File: src/hw/arpt_pkg.sv
// Package for the auto-reload PWM / capture timer.
// Assumes one system clock; registers reached over a 32-bit APB slave.
package arpt_pkg;

	// Register indices; byte address is four times the index
	localparam logic [7:0] IDX_MODE   = 8'hd5;
	localparam logic [7:0] IDX_FLAGS  = 8'hd6;
	localparam logic [7:0] IDX_CFG    = 8'hd7;
	localparam logic [7:0] IDX_RELOAD = 8'hd9;
	localparam logic [7:0] IDX_CMP    = 8'hda;
	localparam logic [7:0] IDX_OTF    = 8'hdb;

	// mode_control fields
	localparam int MC_LOAD  = 7;
	localparam int MC_GATE  = 6;
	localparam int MC_PWMOE = 5;
	localparam int MC_EIE   = 4;
	localparam int MC_COMPARE_IRQ_ENABLE  = 3;
	localparam int MC_OVERFLOW_IRQ_ENABLE  = 2;

	// clock_edge_config fields
	localparam int CF_TAP_LSB = 5;
	localparam int CF_POL     = 3;
	localparam int CF_EDGE_EN = 2;

	// event_flags fields
	localparam int FL_EF  = 2;
	localparam int FL_CPF = 1;
	localparam int FL_OVF = 0;

	// Values
	localparam logic [7:0] CNT_MAX   = 8'hff;
	localparam logic [7:0] BYTE_ZERO = 8'h00;
	localparam logic [6:0] PSC_ZERO  = 7'h00;
	localparam logic [6:0] PSC_FULL  = 7'h7f;
	localparam logic [2:0] TAP_TOP   = 3'h7;
	localparam logic [1:0] DIV3_LAST = 2'h2;
	localparam logic [1:0] DIV3_ZERO = 2'h0;

	typedef enum logic [1:0] {
		MODE_RELOAD   = 2'b00,
		MODE_CAPTURE  = 2'b01,
		MODE_CAP_RST  = 2'b10,
		MODE_EXT_LOAD = 2'b11
	} arpt_mode_t;

	typedef enum logic [1:0] {
		CLK_INT  = 2'b00,
		CLK_DIV3 = 2'b01,
		CLK_PIN  = 2'b10,
		CLK_RSV  = 2'b11
	} arpt_clk_t;

endpackage : arpt_pkg

File: src/hw/arpt_timer.sv
// Auto-reload PWM / capture timer with APB register access.
// Assumes timer_input_pin is already synchronous-safe to sample twice
// and that the APB master keeps the usual setup/access protocol.
//
// Notes on behaviour
// - Counter is 8-bit, counts up on each prescaler output tick.
// - No direct counter access; load register reads and writes live count.
// - Prescaler source: internal clock, internal clock /3, or input pin.
// - 7-bit prescaler, eight taps, divide by 2 to the power n.
// - Gate clear freezes prescaler and counter; set lets them run.
// - System reset clears the counter to zero.
// - Load register write copies value into counter at once, running or not.
// - Every counter load also clears the prescaler.
// - Overflow reloads from reload value and drives PWM high.
// - Count equal to compare drives PWM low and sets compare flag.
// - Overflow sets overflow flag, requests interrupt if enabled; software clears.
// - Compare match requests interrupt if enabled; software clears flag.
// - Capture modes copy count to reload register, set edge flag.
// - Capture-with-reset mode also clears counter and prescaler.
// - External-load mode: active edge loads reload value into counter.
// - Second request during service stays latched until presented.
// - Mode field: 00 reload, 01 capture, 10 capture-reset, 11 ext load.
// - Edge enable off disables detection; polarity 0 rising, 1 falling.
// - Writing zero clears a flag; writing one leaves it.
// - Clock select: 00 internal, 01 divided by three, 10 pin, 11 none.
`timescale 1ns/1ps
module arpt_timer #(
	parameter int ADDR_W = 12
) (
	input  wire logic              ref_clk,
	input  wire logic              rst,
	input  wire logic              psel,
	input  wire logic              penable,
	input  wire logic              pwrite,
	input  wire logic [ADDR_W-1:0] paddr,
	input  wire logic [31:0]       pwdata,
	output logic      [31:0]       prdata,
	output logic                   pready,
	output logic                   pslverr,
	input  wire logic              timer_input_pin,
	output logic                   pwm_output_pin,
	output logic                   irq_req
);
	import arpt_pkg::*;

	// Byte address of a register index
	function automatic logic [ADDR_W-1:0] reg_addr(input logic [7:0] idx);
		reg_addr = ADDR_W'({idx, 2'b00});
	endfunction : reg_addr

	// Low-bit mask that selects prescaler tap n
	function automatic logic [6:0] tap_mask(input logic [2:0] n);
		tap_mask = PSC_FULL >> (TAP_TOP - n);
	endfunction : tap_mask

	////////////////////////////////////////////////////////////////////////
	// State
	logic [6:0]  mode_ctl_q;
	logic [7:0]  cfg_q;
	logic [2:0]  flags_q, flags_d;
	logic [7:0]  reload_q, reload_d;
	logic [7:0]  cmp_q;
	logic [7:0]  cnt_q, cnt_d;
	logic [6:0]  psc_q, psc_d;
	logic [1:0]  div3_q;
	logic        sync1_q, sync2_q, pin_prev_q;
	logic        cnt_chg_q;
	logic        pwm_q, pwm_d;
	logic [31:0] prdata_q, rdata;
	logic        pready_q, pslverr_q, pwm_pin_q, irq_q;

	////////////////////////////////////////////////////////////////////////
	// APB decode; zero wait states, answer in the access cycle
	wire setup   = psel & ~penable;
	wire acc     = psel & penable & pready_q;
	wire hit_mc  = paddr == reg_addr(IDX_MODE);
	wire hit_fl  = paddr == reg_addr(IDX_FLAGS);
	wire hit_cf  = paddr == reg_addr(IDX_CFG);
	wire hit_rl  = paddr == reg_addr(IDX_RELOAD);
	wire hit_cp  = paddr == reg_addr(IDX_CMP);
	wire hit_ot  = paddr == reg_addr(IDX_OTF);
	wire hit     = hit_mc | hit_fl | hit_cf | hit_rl | hit_cp | hit_ot;
	wire wr      = acc & pwrite;
	wire wr_mc   = wr & hit_mc;
	wire wr_fl   = wr & hit_fl;
	wire wr_cf   = wr & hit_cf;
	wire wr_rl   = wr & hit_rl;
	wire wr_cp   = wr & hit_cp;
	wire otf_wr  = wr & hit_ot;
	wire strobe  = wr_mc & pwdata[MC_LOAD];

	// Read mux; load strobe reads zero, load register shows live count
	always_comb begin
		rdata = 32'h0000_0000;
		if (hit_mc) begin
			rdata[6:0] = mode_ctl_q;
		end else if (hit_fl) begin
			rdata[2:0] = flags_q;
		end else if (hit_cf) begin
			rdata[7:0] = cfg_q;
		end else if (hit_rl) begin
			rdata[7:0] = reload_q;
		end else if (hit_cp) begin
			rdata[7:0] = cmp_q;
		end else if (hit_ot) begin
			rdata[7:0] = cnt_q;
		end
	end

	////////////////////////////////////////////////////////////////////////
	// Field views
	wire             gate    = mode_ctl_q[MC_GATE];
	wire arpt_mode_t mode    = arpt_mode_t'(mode_ctl_q[1:0]);
	wire arpt_clk_t  clk_sel = arpt_clk_t'(cfg_q[1:0]);
	wire [2:0]       tap     = cfg_q[CF_TAP_LSB +: 3];
	wire [2:0]       en_mask = {mode_ctl_q[MC_EIE], mode_ctl_q[MC_COMPARE_IRQ_ENABLE],
		mode_ctl_q[MC_OVERFLOW_IRQ_ENABLE]};

	// Edge detect on the synchronised pin; first stage feeds only the second
	wire pin_rise = sync2_q & ~pin_prev_q;
	wire pin_fall = ~sync2_q & pin_prev_q;
	wire edge_evt = cfg_q[CF_EDGE_EN] &
		(cfg_q[CF_POL] ? pin_fall : pin_rise);

	// Prescaler source enable
	wire src_en = (clk_sel == CLK_INT)  ? 1'b1 :
		(clk_sel == CLK_DIV3) ? (div3_q == DIV3_LAST) :
		(clk_sel == CLK_PIN)  ? pin_rise : 1'b0;

	// Counter tick from the selected prescaler tap
	wire tick = gate & src_en &
		((psc_q & tap_mask(tap)) == tap_mask(tap));

	// Mode events
	wire cap_evt  = edge_evt &
		(mode == MODE_CAPTURE || mode == MODE_CAP_RST);
	wire cap_rst  = edge_evt & (mode == MODE_CAP_RST);
	wire ext_load = edge_evt & (mode == MODE_EXT_LOAD);
	wire hi_load  = otf_wr | strobe | cap_rst | ext_load;
	wire ovf_evt  = tick & (cnt_q == CNT_MAX) & ~hi_load;
	wire any_load = hi_load | ovf_evt;
	wire cmp_evt  = cnt_chg_q & (cnt_q == cmp_q);
	wire [2:0] set_vec = {edge_evt, cmp_evt, ovf_evt};

	// Counter next value, highest priority first
	always_comb begin
		if (otf_wr) begin
			cnt_d = pwdata[7:0];
		end else if (strobe) begin
			cnt_d = reload_q;
		end else if (cap_rst) begin
			cnt_d = BYTE_ZERO;
		end else if (ext_load) begin
			cnt_d = reload_q;
		end else if (ovf_evt) begin
			cnt_d = reload_q;
		end else if (tick) begin
			cnt_d = cnt_q + 8'h01;
		end else begin
			cnt_d = cnt_q;
		end
	end

	// Prescaler next value; cleared on any load, frozen when gated off
	always_comb begin
		if (any_load) begin
			psc_d = PSC_ZERO;
		end else if (gate & src_en) begin
			psc_d = psc_q + 7'h01;
		end else begin
			psc_d = psc_q;
		end
	end

	// Capture wins over a software write in the same cycle
	assign reload_d = cap_evt ? cnt_q : (wr_rl ? pwdata[7:0] : reload_q);

	// Hardware set wins over software clear; writing one keeps the flag
	assign flags_d = ((wr_fl ? (flags_q & pwdata[2:0]) : flags_q) |
		set_vec);

	// Compare clears the output, overflow sets it
	assign pwm_d = cmp_evt ? 1'b0 : (ovf_evt ? 1'b1 : pwm_q);

	////////////////////////////////////////////////////////////////////////
	// Registers written by software
	always_ff @(posedge ref_clk or posedge rst) begin
		if (rst) begin
			mode_ctl_q <= 7'h00;
			cfg_q      <= BYTE_ZERO;
			cmp_q      <= BYTE_ZERO;
		end else begin
			if (wr_mc) mode_ctl_q <= pwdata[6:0];
			if (wr_cf) cfg_q <= pwdata[7:0];
			if (wr_cp) cmp_q <= pwdata[7:0];
		end
	end

	// Timer core state
	always_ff @(posedge ref_clk or posedge rst) begin
		if (rst) begin
			cnt_q     <= BYTE_ZERO;
			psc_q     <= PSC_ZERO;
			reload_q  <= BYTE_ZERO;
			flags_q   <= 3'h0;
			pwm_q     <= 1'b0;
			cnt_chg_q <= 1'b0;
		end else begin
			cnt_q     <= cnt_d;
			psc_q     <= psc_d;
			reload_q  <= reload_d;
			flags_q   <= flags_d;
			pwm_q     <= pwm_d;
			cnt_chg_q <= tick | any_load;
		end
	end

	// Divide-by-three enable and pin synchroniser
	always_ff @(posedge ref_clk or posedge rst) begin
		if (rst) begin
			div3_q     <= DIV3_ZERO;
			sync1_q    <= 1'b0;
			sync2_q    <= 1'b0;
			pin_prev_q <= 1'b0;
		end else begin
			div3_q     <= (div3_q == DIV3_LAST) ? DIV3_ZERO : div3_q + 2'h1;
			sync1_q    <= timer_input_pin;
			sync2_q    <= sync1_q;
			pin_prev_q <= sync2_q;
		end
	end

	// Bus answer and pin outputs, all from flops
	always_ff @(posedge ref_clk or posedge rst) begin
		if (rst) begin
			prdata_q  <= 32'h0000_0000;
			pready_q  <= 1'b0;
			pslverr_q <= 1'b0;
			pwm_pin_q <= 1'b0;
			irq_q     <= 1'b0;
		end else begin
			if (setup) prdata_q <= rdata;
			pready_q  <= setup;
			pslverr_q <= setup & ~hit;
			pwm_pin_q <= mode_ctl_q[MC_PWMOE] & pwm_d;
			irq_q     <= |(flags_d & en_mask);
		end
	end

	assign prdata         = prdata_q;
	assign pready         = pready_q;
	assign pslverr        = pslverr_q;
	assign pwm_output_pin = pwm_pin_q;
	assign irq_req        = irq_q;
endmodule : arpt_timer

File: config.mk
export PLATFORM = sky130hd
export DESIGN_NAME = arpt_timer
export DESIGN_NICKNAME = d
export VERILOG_FILES = /design/src/hw/arpt_pkg.sv /design/src/hw/arpt_timer.sv
export SDC_FILE = /design/constraint.sdc
export NUM_CORES = 1
export LEC_CHECK = 0
export ABC_AREA = 1
export ABC_CLOCK_PERIOD_IN_PS = 3200
export BUFFER_PORTS_ARGS = -buffer_cell sky130_fd_sc_hd__buf_2
export CORE_ASPECT_RATIO = 2
export CORE_UTILIZATION = 40
export DETAILED_ROUTE_END_ITERATION = 8
export PLACE_DENSITY_LB_ADDON = 0.25
export SLEW_MARGIN = 40
export SYNTH_ARGS = -nofsm -noshare
export SYNTH_HDL_FRONTEND = slang
export SYNTH_SLANG_ARGS = --single-unit
File: constraint.sdc
create_clock -name ref_clk -period 3.2 [get_ports ref_clk]
set_input_delay 0.32 -clock ref_clk [delete_from_list [all_inputs] [get_ports ref_clk]]
set_output_delay 0.32 -clock ref_clk [all_outputs]
set_load 0.02 [all_outputs]
# Word level (Yosys, flattened, before mapping)
# Cells that the tools add are included.
classes:
  addsub: 4
  eq_ne: 15
  n_shift: 1
  n_mux: 26
  bitwise_logic: 43
  reduce_logical: 6
ops:
  columns: ["cell", "count"]
  rows:
  - ["2-to-1 mux 8 bit", 12]
  - ["equality test 12 x 10 -> 1 bit (second input constant)", 6]
  - ["AND 1 bit", 24]
  - ["2-to-1 mux 7 bit", 3]
  - ["bitwise OR 1 bit", 10]
  - ["adder 8 x 1 -> 8 bit (second input constant)", 1]
  - ["equality test 2 bit (second input constant)", 4]
  - ["equality test 8 bit", 1]
  - ["equality test 8 bit (second input constant)", 1]
  - ["adder 7 x 1 -> 7 bit (second input constant)", 1]
  - ["AND 7 bit", 1]
  - ["equality test 7 bit", 1]
  - ["2-to-1 mux 1 bit", 7]
  - [">> shifter 7 x 3 -> 7 bit (first input constant)", 1]
  - ["AND 3 bit", 2]
  - ["2-to-1 mux 3 bit", 2]
  - ["nonzero test 6 bit", 1]
  - ["2-to-1 mux 5 bit", 1]
  - ["inverter 1 bit", 5]
  - ["equality test 2 x 1 -> 1 bit (second input constant)", 2]
  - ["nonzero test 2 bit", 2]
  - ["bitwise OR 3 bit", 1]
  - ["OR reduction 3 bit", 1]
  - ["subtractor 3 bit (first input constant)", 1]
  - ["other kinds (4)", 4]
word_totals:
  reg_bits: 68
  in_bits: 50
  output_inout_bits: 36
  wordCells: 113

# Logic depth before layout (Yosys ltp)
# Gate-level depths: netlist (run 1).
logic_depth:
  word_depth: 15
  mapped_depth: 13
  mapped_depth_nobuf: 12

# Worst setup path before layout (run 1)
# OpenSTA, ideal clock, no wires.
synth_timing:
  path_type: "register to register"
  startpoint: "register cnt_q[0]"
  endpoint: "register psc_q[6]"
  arrival_time_ns: 1.662
  required_time_ns: 3.124
  setup_slack_ns: 1.462
  path_stages_with_launch: 13
  n_path_buf: 2
  period_less_slack_ns: 1.738
  path_cell_list: "dfrtp_1 > ha_1 > nand3_2 > nor2_2 > nand3_2 > nor2_2 > nand3_2 > and2_4 > buf_6 > nand2_4 > buf_8 > nand3b_1 > o21ai_1"
synth_between:
  elab_chain_cells: 5
synth_rtl:
  columns: ["item", "line_no", "rtl"]
  rows:
  - ["start: declaration", "arpt_timer.sv:63", "logic [7:0] cnt_q, cnt_d;"]
  - ["start signal: assignment", "arpt_timer.sv:209", "cnt_q <= cnt_d;"]
  - ["equality test 8 bit (*)", "arpt_timer.sv:140", "wire ovf_evt = tick & (cnt_q == CNT_MAX) & ~hi_load;"]
  - ["AND 1 bit (*) (2 in series)", "arpt_timer.sv:140", null]
  - ["bitwise OR 1 bit (*)", "arpt_timer.sv:141", "wire any_load = hi_load | ovf_evt;"]
  - ["2-to-1 mux 7 bit / nonzero test 2 bit (equally long branches)", null, null]
  - ["end signal: assignment", "arpt_timer.sv:210", "psc_q <= psc_d;"]
  - ["end: declaration", "arpt_timer.sv:64", "logic [6:0] psc_q, psc_d;"]
# Mark *: on every way between the ends. The rest lies on a longest branch, timed or not.
# A chain may end at the register's enable or synchronous reset.

# Final worst setup path (run 1)
layout_timing:
  startpoint: "register cnt_q[0]"
  endpoint: "register cnt_q[5]"
layout_between:
  elab_chain_cells: 8
layout_rtl:
  columns: ["item"]
  rows:
  - ["parallel branches: the longest is 8 deep, another holds adder 8 x 1 -> 8 bit"]
# Parallel ways; which one is timed is not known. The select of a mux whose other input is x is not followed.

==> results.json, run 1 <==
{
  "status": "complete, no violations",
  "antenna_cells": 0,
  "synth_common_cells": "nand2_1, dfrtp_1, inv_1",
  "htree_levels": 3,
  "rr_worst_depth": 11,
  "syn_area_um2": 3950,
  "p_comb_share_pct": 6.0,
  "synth_top_area_share_pct": 43.1,
  "drv_cap": 0,
  "grt_max_degree": 50,
  "finalSetupViolations": 0,
  "rrSetupSlack_ps": 990,
  "crit_top_cell": "nand3_2",
  "crit_chain": "ha_1 -> nand3_2 -> nor2_2 -> nand3_2 -> nor2_2 -> nand3_2 -> inv_1 -> nand2_1 -> nand3_1 -> nand3_1 -> a21oi_1",
  "power_density_nw_per_um2": 453,
  "track_usage_pct": 22.3,
  "final.setup.tns_ps": 0,
  "core_um2": 9640,
  "path_clk_slew_ps": 50,
  "seq_area_um2": 1700,
  "ir_drop_v": 0.000268,
  "rr_startpoint": "cnt_q[0]",
  "pwr-share-seq_pct": 43.4,
  "hp-class": "primary input to async pin",
  "synth_area_leaders": "dfrtp_1, nand2_1, o21ai_0, inv_1, buf_4",
  "yosysMostFrequentCell": "nand2_1",
  "p_clk_share_pct": 50.6,
  "ys_async_sr_fraction_pct": 100,
  "final_hold_viol_count": 0,
  "required_ps": 3450,
  "port_buffers": 37,
  "post-route-drc-count": 0,
  "detail-route-antenna-nets": 0,
  "yosys.area.top_type": "dfrtp_1",
  "p_switching_mw": 0.459,
  "multi_input_area_um2": 1840,
  "drv_slew": 0,
  "clkLatencyLatePin_ps": 340,
  "ys.flop_type": "dfrtp_1",
  "synth_area_per_cell_um2": 7.59,
  "die_area_um2": 10300,
  "seq_area_frac_synth_pct": 43.1,
  "num_io_pins": 86,
  "drive_gt1_share_pct": 14.6,
  "antenna_found_initial": 0,
  "cts_resized": 0,
  "crit_slowest_cell": "dfrtp_1",
  "slew_headroom_pct": 58.5,
  "grt_pass1_vias": 3511,
  "synth_edf_count": 0,
  "synth_cells": 520,
  "critPathLaunchType": "flop",
  "max_stage_delay_ps": 440,
  "synth_cell_types": 37,
  "avgViaCountPerCell": 5.05,
  "r2r_end": "cnt_q[5]",
  "arrival_ps": 2450,
  "min_period_over_period_pct": 69.0,
  "finalWirelength_mm": 10.6,
  "grt_pass1_wl_mm": 17.2,
  "nets": 612,
  "p_leak_nw": 2.23,
  "max_clock_freq_mhz": 453,
  "drt_iter0_drc": 316,
  "hold_buffers": 0,
  "clockRootBuffer": "clkbuf_16",
  "die_w_um": 72.2,
  "tightest_slew_ps": 617,
  "place_ws_ps": 996,
  "cts_tree": "built",
  "swShare_pct": 22.7,
  "end_kind": "flop",
  "synth_warnings": 0,
  "period_minus_slack_ps": 2210,
  "fp-row-count": 51,
  "worstSetupPathType": "flop to flop",
  "via_count": 3503,
  "wl_per_cell_um": 15.2,
  "rsz0062_at_grt": "no",
  "die_h_um": 142,
  "cts.path.max_buffers": 2,
  "nFillCells": 958,
  "p_int_mw": 1.56,
  "globalplace.congestion": 0.929,
  "cp_max_fo": 10,
  "postCtsSetupBuffers": 0,
  "fin_ws_ps": 993,
  "cts.sinks": 68,
  "area_growth_pct": 13.2,
  "overflow": 0,
  "cts_buffers": 9,
  "initial_utilization_pct": 41.0,
  "dr.pass1.iters": 7,
  "hpwl_mm": 8.20,
  "ys_seq_elements": 68,
  "fin_skew_ps": 5.04
}
-- placed cells by master (no fill, tap or decap), drive strengths merged, types with 4 or more instances in the layout --
master / netlist / routed
conb: 1 / 24
nor2: 50 / 50
dfrtp: 68 / 68
nand4: 9 / 9
clkbuf: 6 / 14
inv: 66 / 66
ha: 4 / 4
xor2: 9 / 9
nand3: 36 / 36
buf: 30 / 40
o21ai: 59 / 59
nand2: 122 / 122
o22ai: 8 / 8
nor3: 8 / 8
a21oi: 25 / 25
-- state kept, by name, summed over array words and instances (netlist names) --
signal	flops
cnt_chg_q	1
sync2_q	1
cnt_q	8
irq_req	1
pslverr	1
pin_prev_q	1
div3_q	2
pwm_q	1
pready	1
cfg_q	8
flags_q	3
mode_ctl_q	7
psc_q	7
cmp_q	8
pwm_output_pin	1
sync1_q	1
reload_q	8
prdata	8
-- worst max-delay path by stage --
| stage | endpoint | cells after the start | slack (ps) | from |
|---|---|---|---|---|
| detailed placement | cnt_q[5] | 11 | 1000 | cnt_q[0] |
| global placement | cnt_q[3] | 11 | 1100 | cnt_q[0] |
| finish | cnt_q[5] | 11 | 990 | cnt_q[0] |
| global route | cnt_q[5] | 11 | 840 | cnt_q[0] |
| CTS | cnt_q[5] | 11 | 980 | cnt_q[0] |
| floorplan | cfg_q[0] | 1 | 1170 | rst |
-- layout make-up --
cell class | count | share of cell area [%]
Clock buffer | 14 | 6.14
Clock inverter | 1 | 0.672
Inverter | 66 | 5.60
Multi-Input combinational cell | 373 | 41.1
Sequential cell | 68 | 38.1
Tap cell | 132 | 3.70
Timing Repair Buffer | 40 | 4.65
-- routing by layer --
layer / wire length [um] / share of wire (%) / vias up / GRT usage (%)
met1: 4000 / 38 / 1616 / 23.6
met3: 360 / 3.4 / 35 / 2.97
met5: 0 / 0 / - / 0
li1: - / - / 1723 / -
met2: 5720 / 54 / 129 / 40.8
met4: 474 / 4.5 / 0 / 13.0
-- power by group through the flow --
stage / Combinational (mW) / Clock, mW / Sequential (mW)
3_5_place_dp: 0.122 / 0 / 0.894
2_1_floorplan: 0.0930 / 0 / 0.899
3_3_place_gp: 0.119 / 0 / 0.894
6_report: 0.122 / 1.02 / 0.879
5_1_grt: 0.137 / 1.06 / 0.880
4_1_cts: 0.122 / 1.03 / 0.879
-- cell families (layout without fill, tap and decap cells) --
logic type                 after synthesis  count (layout)  share of synthesized area, %
AOI/OAI and AO/OA                      101             101                          14.0
xor gates and xnor gates                11              11                          2.44
adders and majority gates                4               4                          1.27
buffers and inverters                  102             121                          12.6
DFF                                     68              68                          43.1
other                                    1              24                        0.0950
and+or+nand+nor                        233             233                          26.5
-- through the flow --
step / hold WS (ps) / util, % / cells / instance area (um^2) / power, mW
after floorplan: 331 / - / 543 / 4030 / 0.992
after global placement: 342 / 43.1 / 679 / 4160 / 1.01
after detailed placement: 342 / 43.2 / 679 / 4160 / 1.02
after CTS: 86.2 / 46.3 / 694 / 4460 / 2.03
after global routing: 97.8 / 46.3 / 694 / 4470 / 2.08
final: 64.2 / 46.3 / 694 / 4470 / 2.02
-- worst max-delay path, delay by kind of cell, from the launching register on --
kind	cells	cell delay, ps
fa+ha+maj	1	250
flops	1	440
compound gates	1	180
buf+inv	1	90
simple gates	8	1150
Note: power is estimated with default switching activity, not from simulation.
==> run 2, diff against run 1 <==
--- a/config.mk
+++ b/config.mk
@@ -6,7 +6,7 @@
 export NUM_CORES = 1
 export LEC_CHECK = 0
 export ABC_AREA = 1
-export ABC_CLOCK_PERIOD_IN_PS = 3200
+export ABC_CLOCK_PERIOD_IN_PS = 1800
 export BUFFER_PORTS_ARGS = -buffer_cell sky130_fd_sc_hd__buf_2
 export CORE_ASPECT_RATIO = 2
 export CORE_UTILIZATION = 40
==> constraint.sdc (replaced) <==
create_clock -name ref_clk -period 1.8 [get_ports ref_clk]
set_input_delay 0.18 -clock ref_clk [delete_from_list [all_inputs] [get_ports ref_clk]]
set_output_delay 0.18 -clock ref_clk [all_outputs]
set_load 0.02 [all_outputs]
==> results.json, run 2 (same netlist as run 1, synthesis figures left out) <==
{
  "status": "complete, but fails checks",
  "violations": "negative setup slack",
  "ir_drop_v": 0.000427,
  "htree_levels": 3,
  "antenna_cells": 0,
  "area_growth_pct": 24.7,
  "overflow": 0,
  "final_cell_mix": "nand2_1, dfrtp_1, inv_1",
  "crit_chain": "ha_4 -> nand3_4 -> nor2_4 -> nand3_2 -> nor2_2 -> nand3_2 -> buf_4 -> and2_4 -> buf_4 -> nand3_1 -> o21ai_1",
  "critPathTopFamily": "simple AND/OR/NAND/NOR gates",
  "period_minus_slack_ps": 1820,
  "min_period_over_period_pct": 101,
  "dpl_cell_area_um2": 4460,
  "final_common_cell": "nand2_1",
  "avgViaCountPerCell": 4.98,
  "max_clock_freq_mhz": 549,
  "hp-class": "primary input to flop",
  "initial_utilization_pct": 41.0,
  "p_leak_nw": 2.46,
  "use_met1_pct": 24.2,
  "track_usage_pct": 22.9,
  "grtUsageMet3_pct": 2.76,
  "fin_skew_ps": 7.45,
  "cts_tree": "built",
  "finalWirelength_mm": 11.1,
  "whs_ps": 165,
  "nets": 656,
  "p_comb_share_pct": 6.3,
  "p_switching_mw": 0.832,
  "fp-row-count": 51,
  "globalplace.congestion": 0.925,
  "arrival_ps": 2040,
  "die_area_um2": 10300,
  "antenna_found_initial": 0,
  "max_stage_delay_ps": 390,
  "wl_per_cell_um": 15.0,
  "rrSetupSlack_ps": -20,
  "swShare_pct": 22.7,
  "grt_pass1_vias": 3628,
  "p_int_mw": 2.83,
  "power_density_nw_per_um2": 745,
  "final.setup.tns_ps": -67.2,
  "design_area_um2": 4920,
  "p_clk_share_pct": 51.1,
  "rsz0062_at_grt": "yes",
  "clkLatencyLatePin_ps": 340,
  "detail-route-antenna-nets": 0,
  "end_kind": "flop",
  "cp_max_fo": 8,
  "grt_max_degree": 69,
  "core_um2": 9640,
  "path_clk_slew_ps": 60,
  "utilization_pct": 51.1,
  "fin_cells": 739,
  "fin_ws_ps": -21.4,
  "final_hold_viol_count": 0,
  "critPathLaunchType": "flop",
  "drive_gt1_share_pct": 22.6,
  "required_ps": 2020,
  "hpwl_mm": 8.51,
  "die_w_um": 72.2,
  "post-route-drc-count": 0,
  "drt_iter0_drc": 279,
  "dp_cells": 716,
  "finalSetupViolations": 5,
  "clockRootBuffer": "clkbuf_16",
  "drv_slew": 0,
  "pwr-share-seq_pct": 42.6,
  "met2_usage_pct": 41.2,
  "crit_slowest_cell": "dfrtp_1",
  "worstSetupPathType": "flop to flop",
  "die_h_um": 142,
  "cts.path.max_buffers": 2,
  "via_count": 3682,
  "port_buffers": 37,
  "dr.pass1.iters": 4,
  "grt.busiest_layer": "met2",
  "drv_cap": 0,
  "crit_buf_inv": 2,
  "grt_pass1_wl_mm": 17.5,
  "cts.sinks": 68,
  "cts_buffers": 9,
  "num_io_pins": 86
}
## run 2: cell types whose count changed in the layout (fill, tap and decap cells not counted), sizes merged
cell / delta
buf: +41
clkinv: +1
clkinvlp: +2
clkbuf: -1
dlygate4sd3: +2
nand2: +1
inv: -1
## run 2: worst register-to-register path, stage by stage (launching register included)
cell	delay (ps)
dfrtp_1	390
ha_4	170
nand3_4	90
nor2_4	130
nand3_2	80
nor2_2	130
nand3_2	100
buf_4	140
and2_4	200
buf_4	140
nand3_1	60
o21ai_1	60
## run 2: path summary, 6_finish.rpt
kind                                start         to  cells after the start
worst max-delay path             cnt_q[1]   psc_q[0]                     11
worst min-delay path            pwdata[6]   cnt_q[6]                      3
worst max register to register   cnt_q[1]   psc_q[0]                     11
worst min register to register    sync1_q    sync2_q                      0
max in group asynchronous             rst  cnt_chg_q                      4
min in group asynchronous             rst  prdata[1]                      4
## run 2: cell type report
class	instances	area [um^2]
well taps	132	165
fillers	939	4710
repair buffers	83	561
inverters	66	251
flip-flops and latches	68	1700
multi-input cells	374	1920
clock inverters	3	42.5
clock buffers	13	280
## run 2: per-stage QoR
stage / setup slack, ps / power [mW]
CTS: -3.79 / 3.70
finish: -21.4 / 3.67
global route: -150 / 3.79
floorplan: 61.5 / 1.76
global placement: -21.0 / 1.81
detailed placement: -42.4 / 1.82
## run 2: power by group through the flow
stage,clock network (mW),logic [mW],registers [mW]
2_1_floorplan,0,0.166,1.60
3_3_place_gp,0,0.226,1.59
5_1_grt,1.97,0.258,1.56
4_1_cts,1.91,0.233,1.56
3_5_place_dp,0,0.229,1.59
6_report,1.87,0.232,1.56
## run 2: what timing repair did
item | in CTS | in global routing
endpoints found under the hold margin | 69 | 0
setup endpoints to repair | 5 | 17
gates cloned | 0 | 1
pin swaps | 0 | 7
gates resized for setup | 5 | 10
hold buffers | 2 | 0
buffers inserted | 0 | 4
## run 2: per-layer routing
metal / vias to the layer above / wire length (um)
met5: - / 0
met4: 0 / 588
met3: 33 / 356
met2: 113 / 5940
met1: 1722 / 4170
li1: 1814 / -
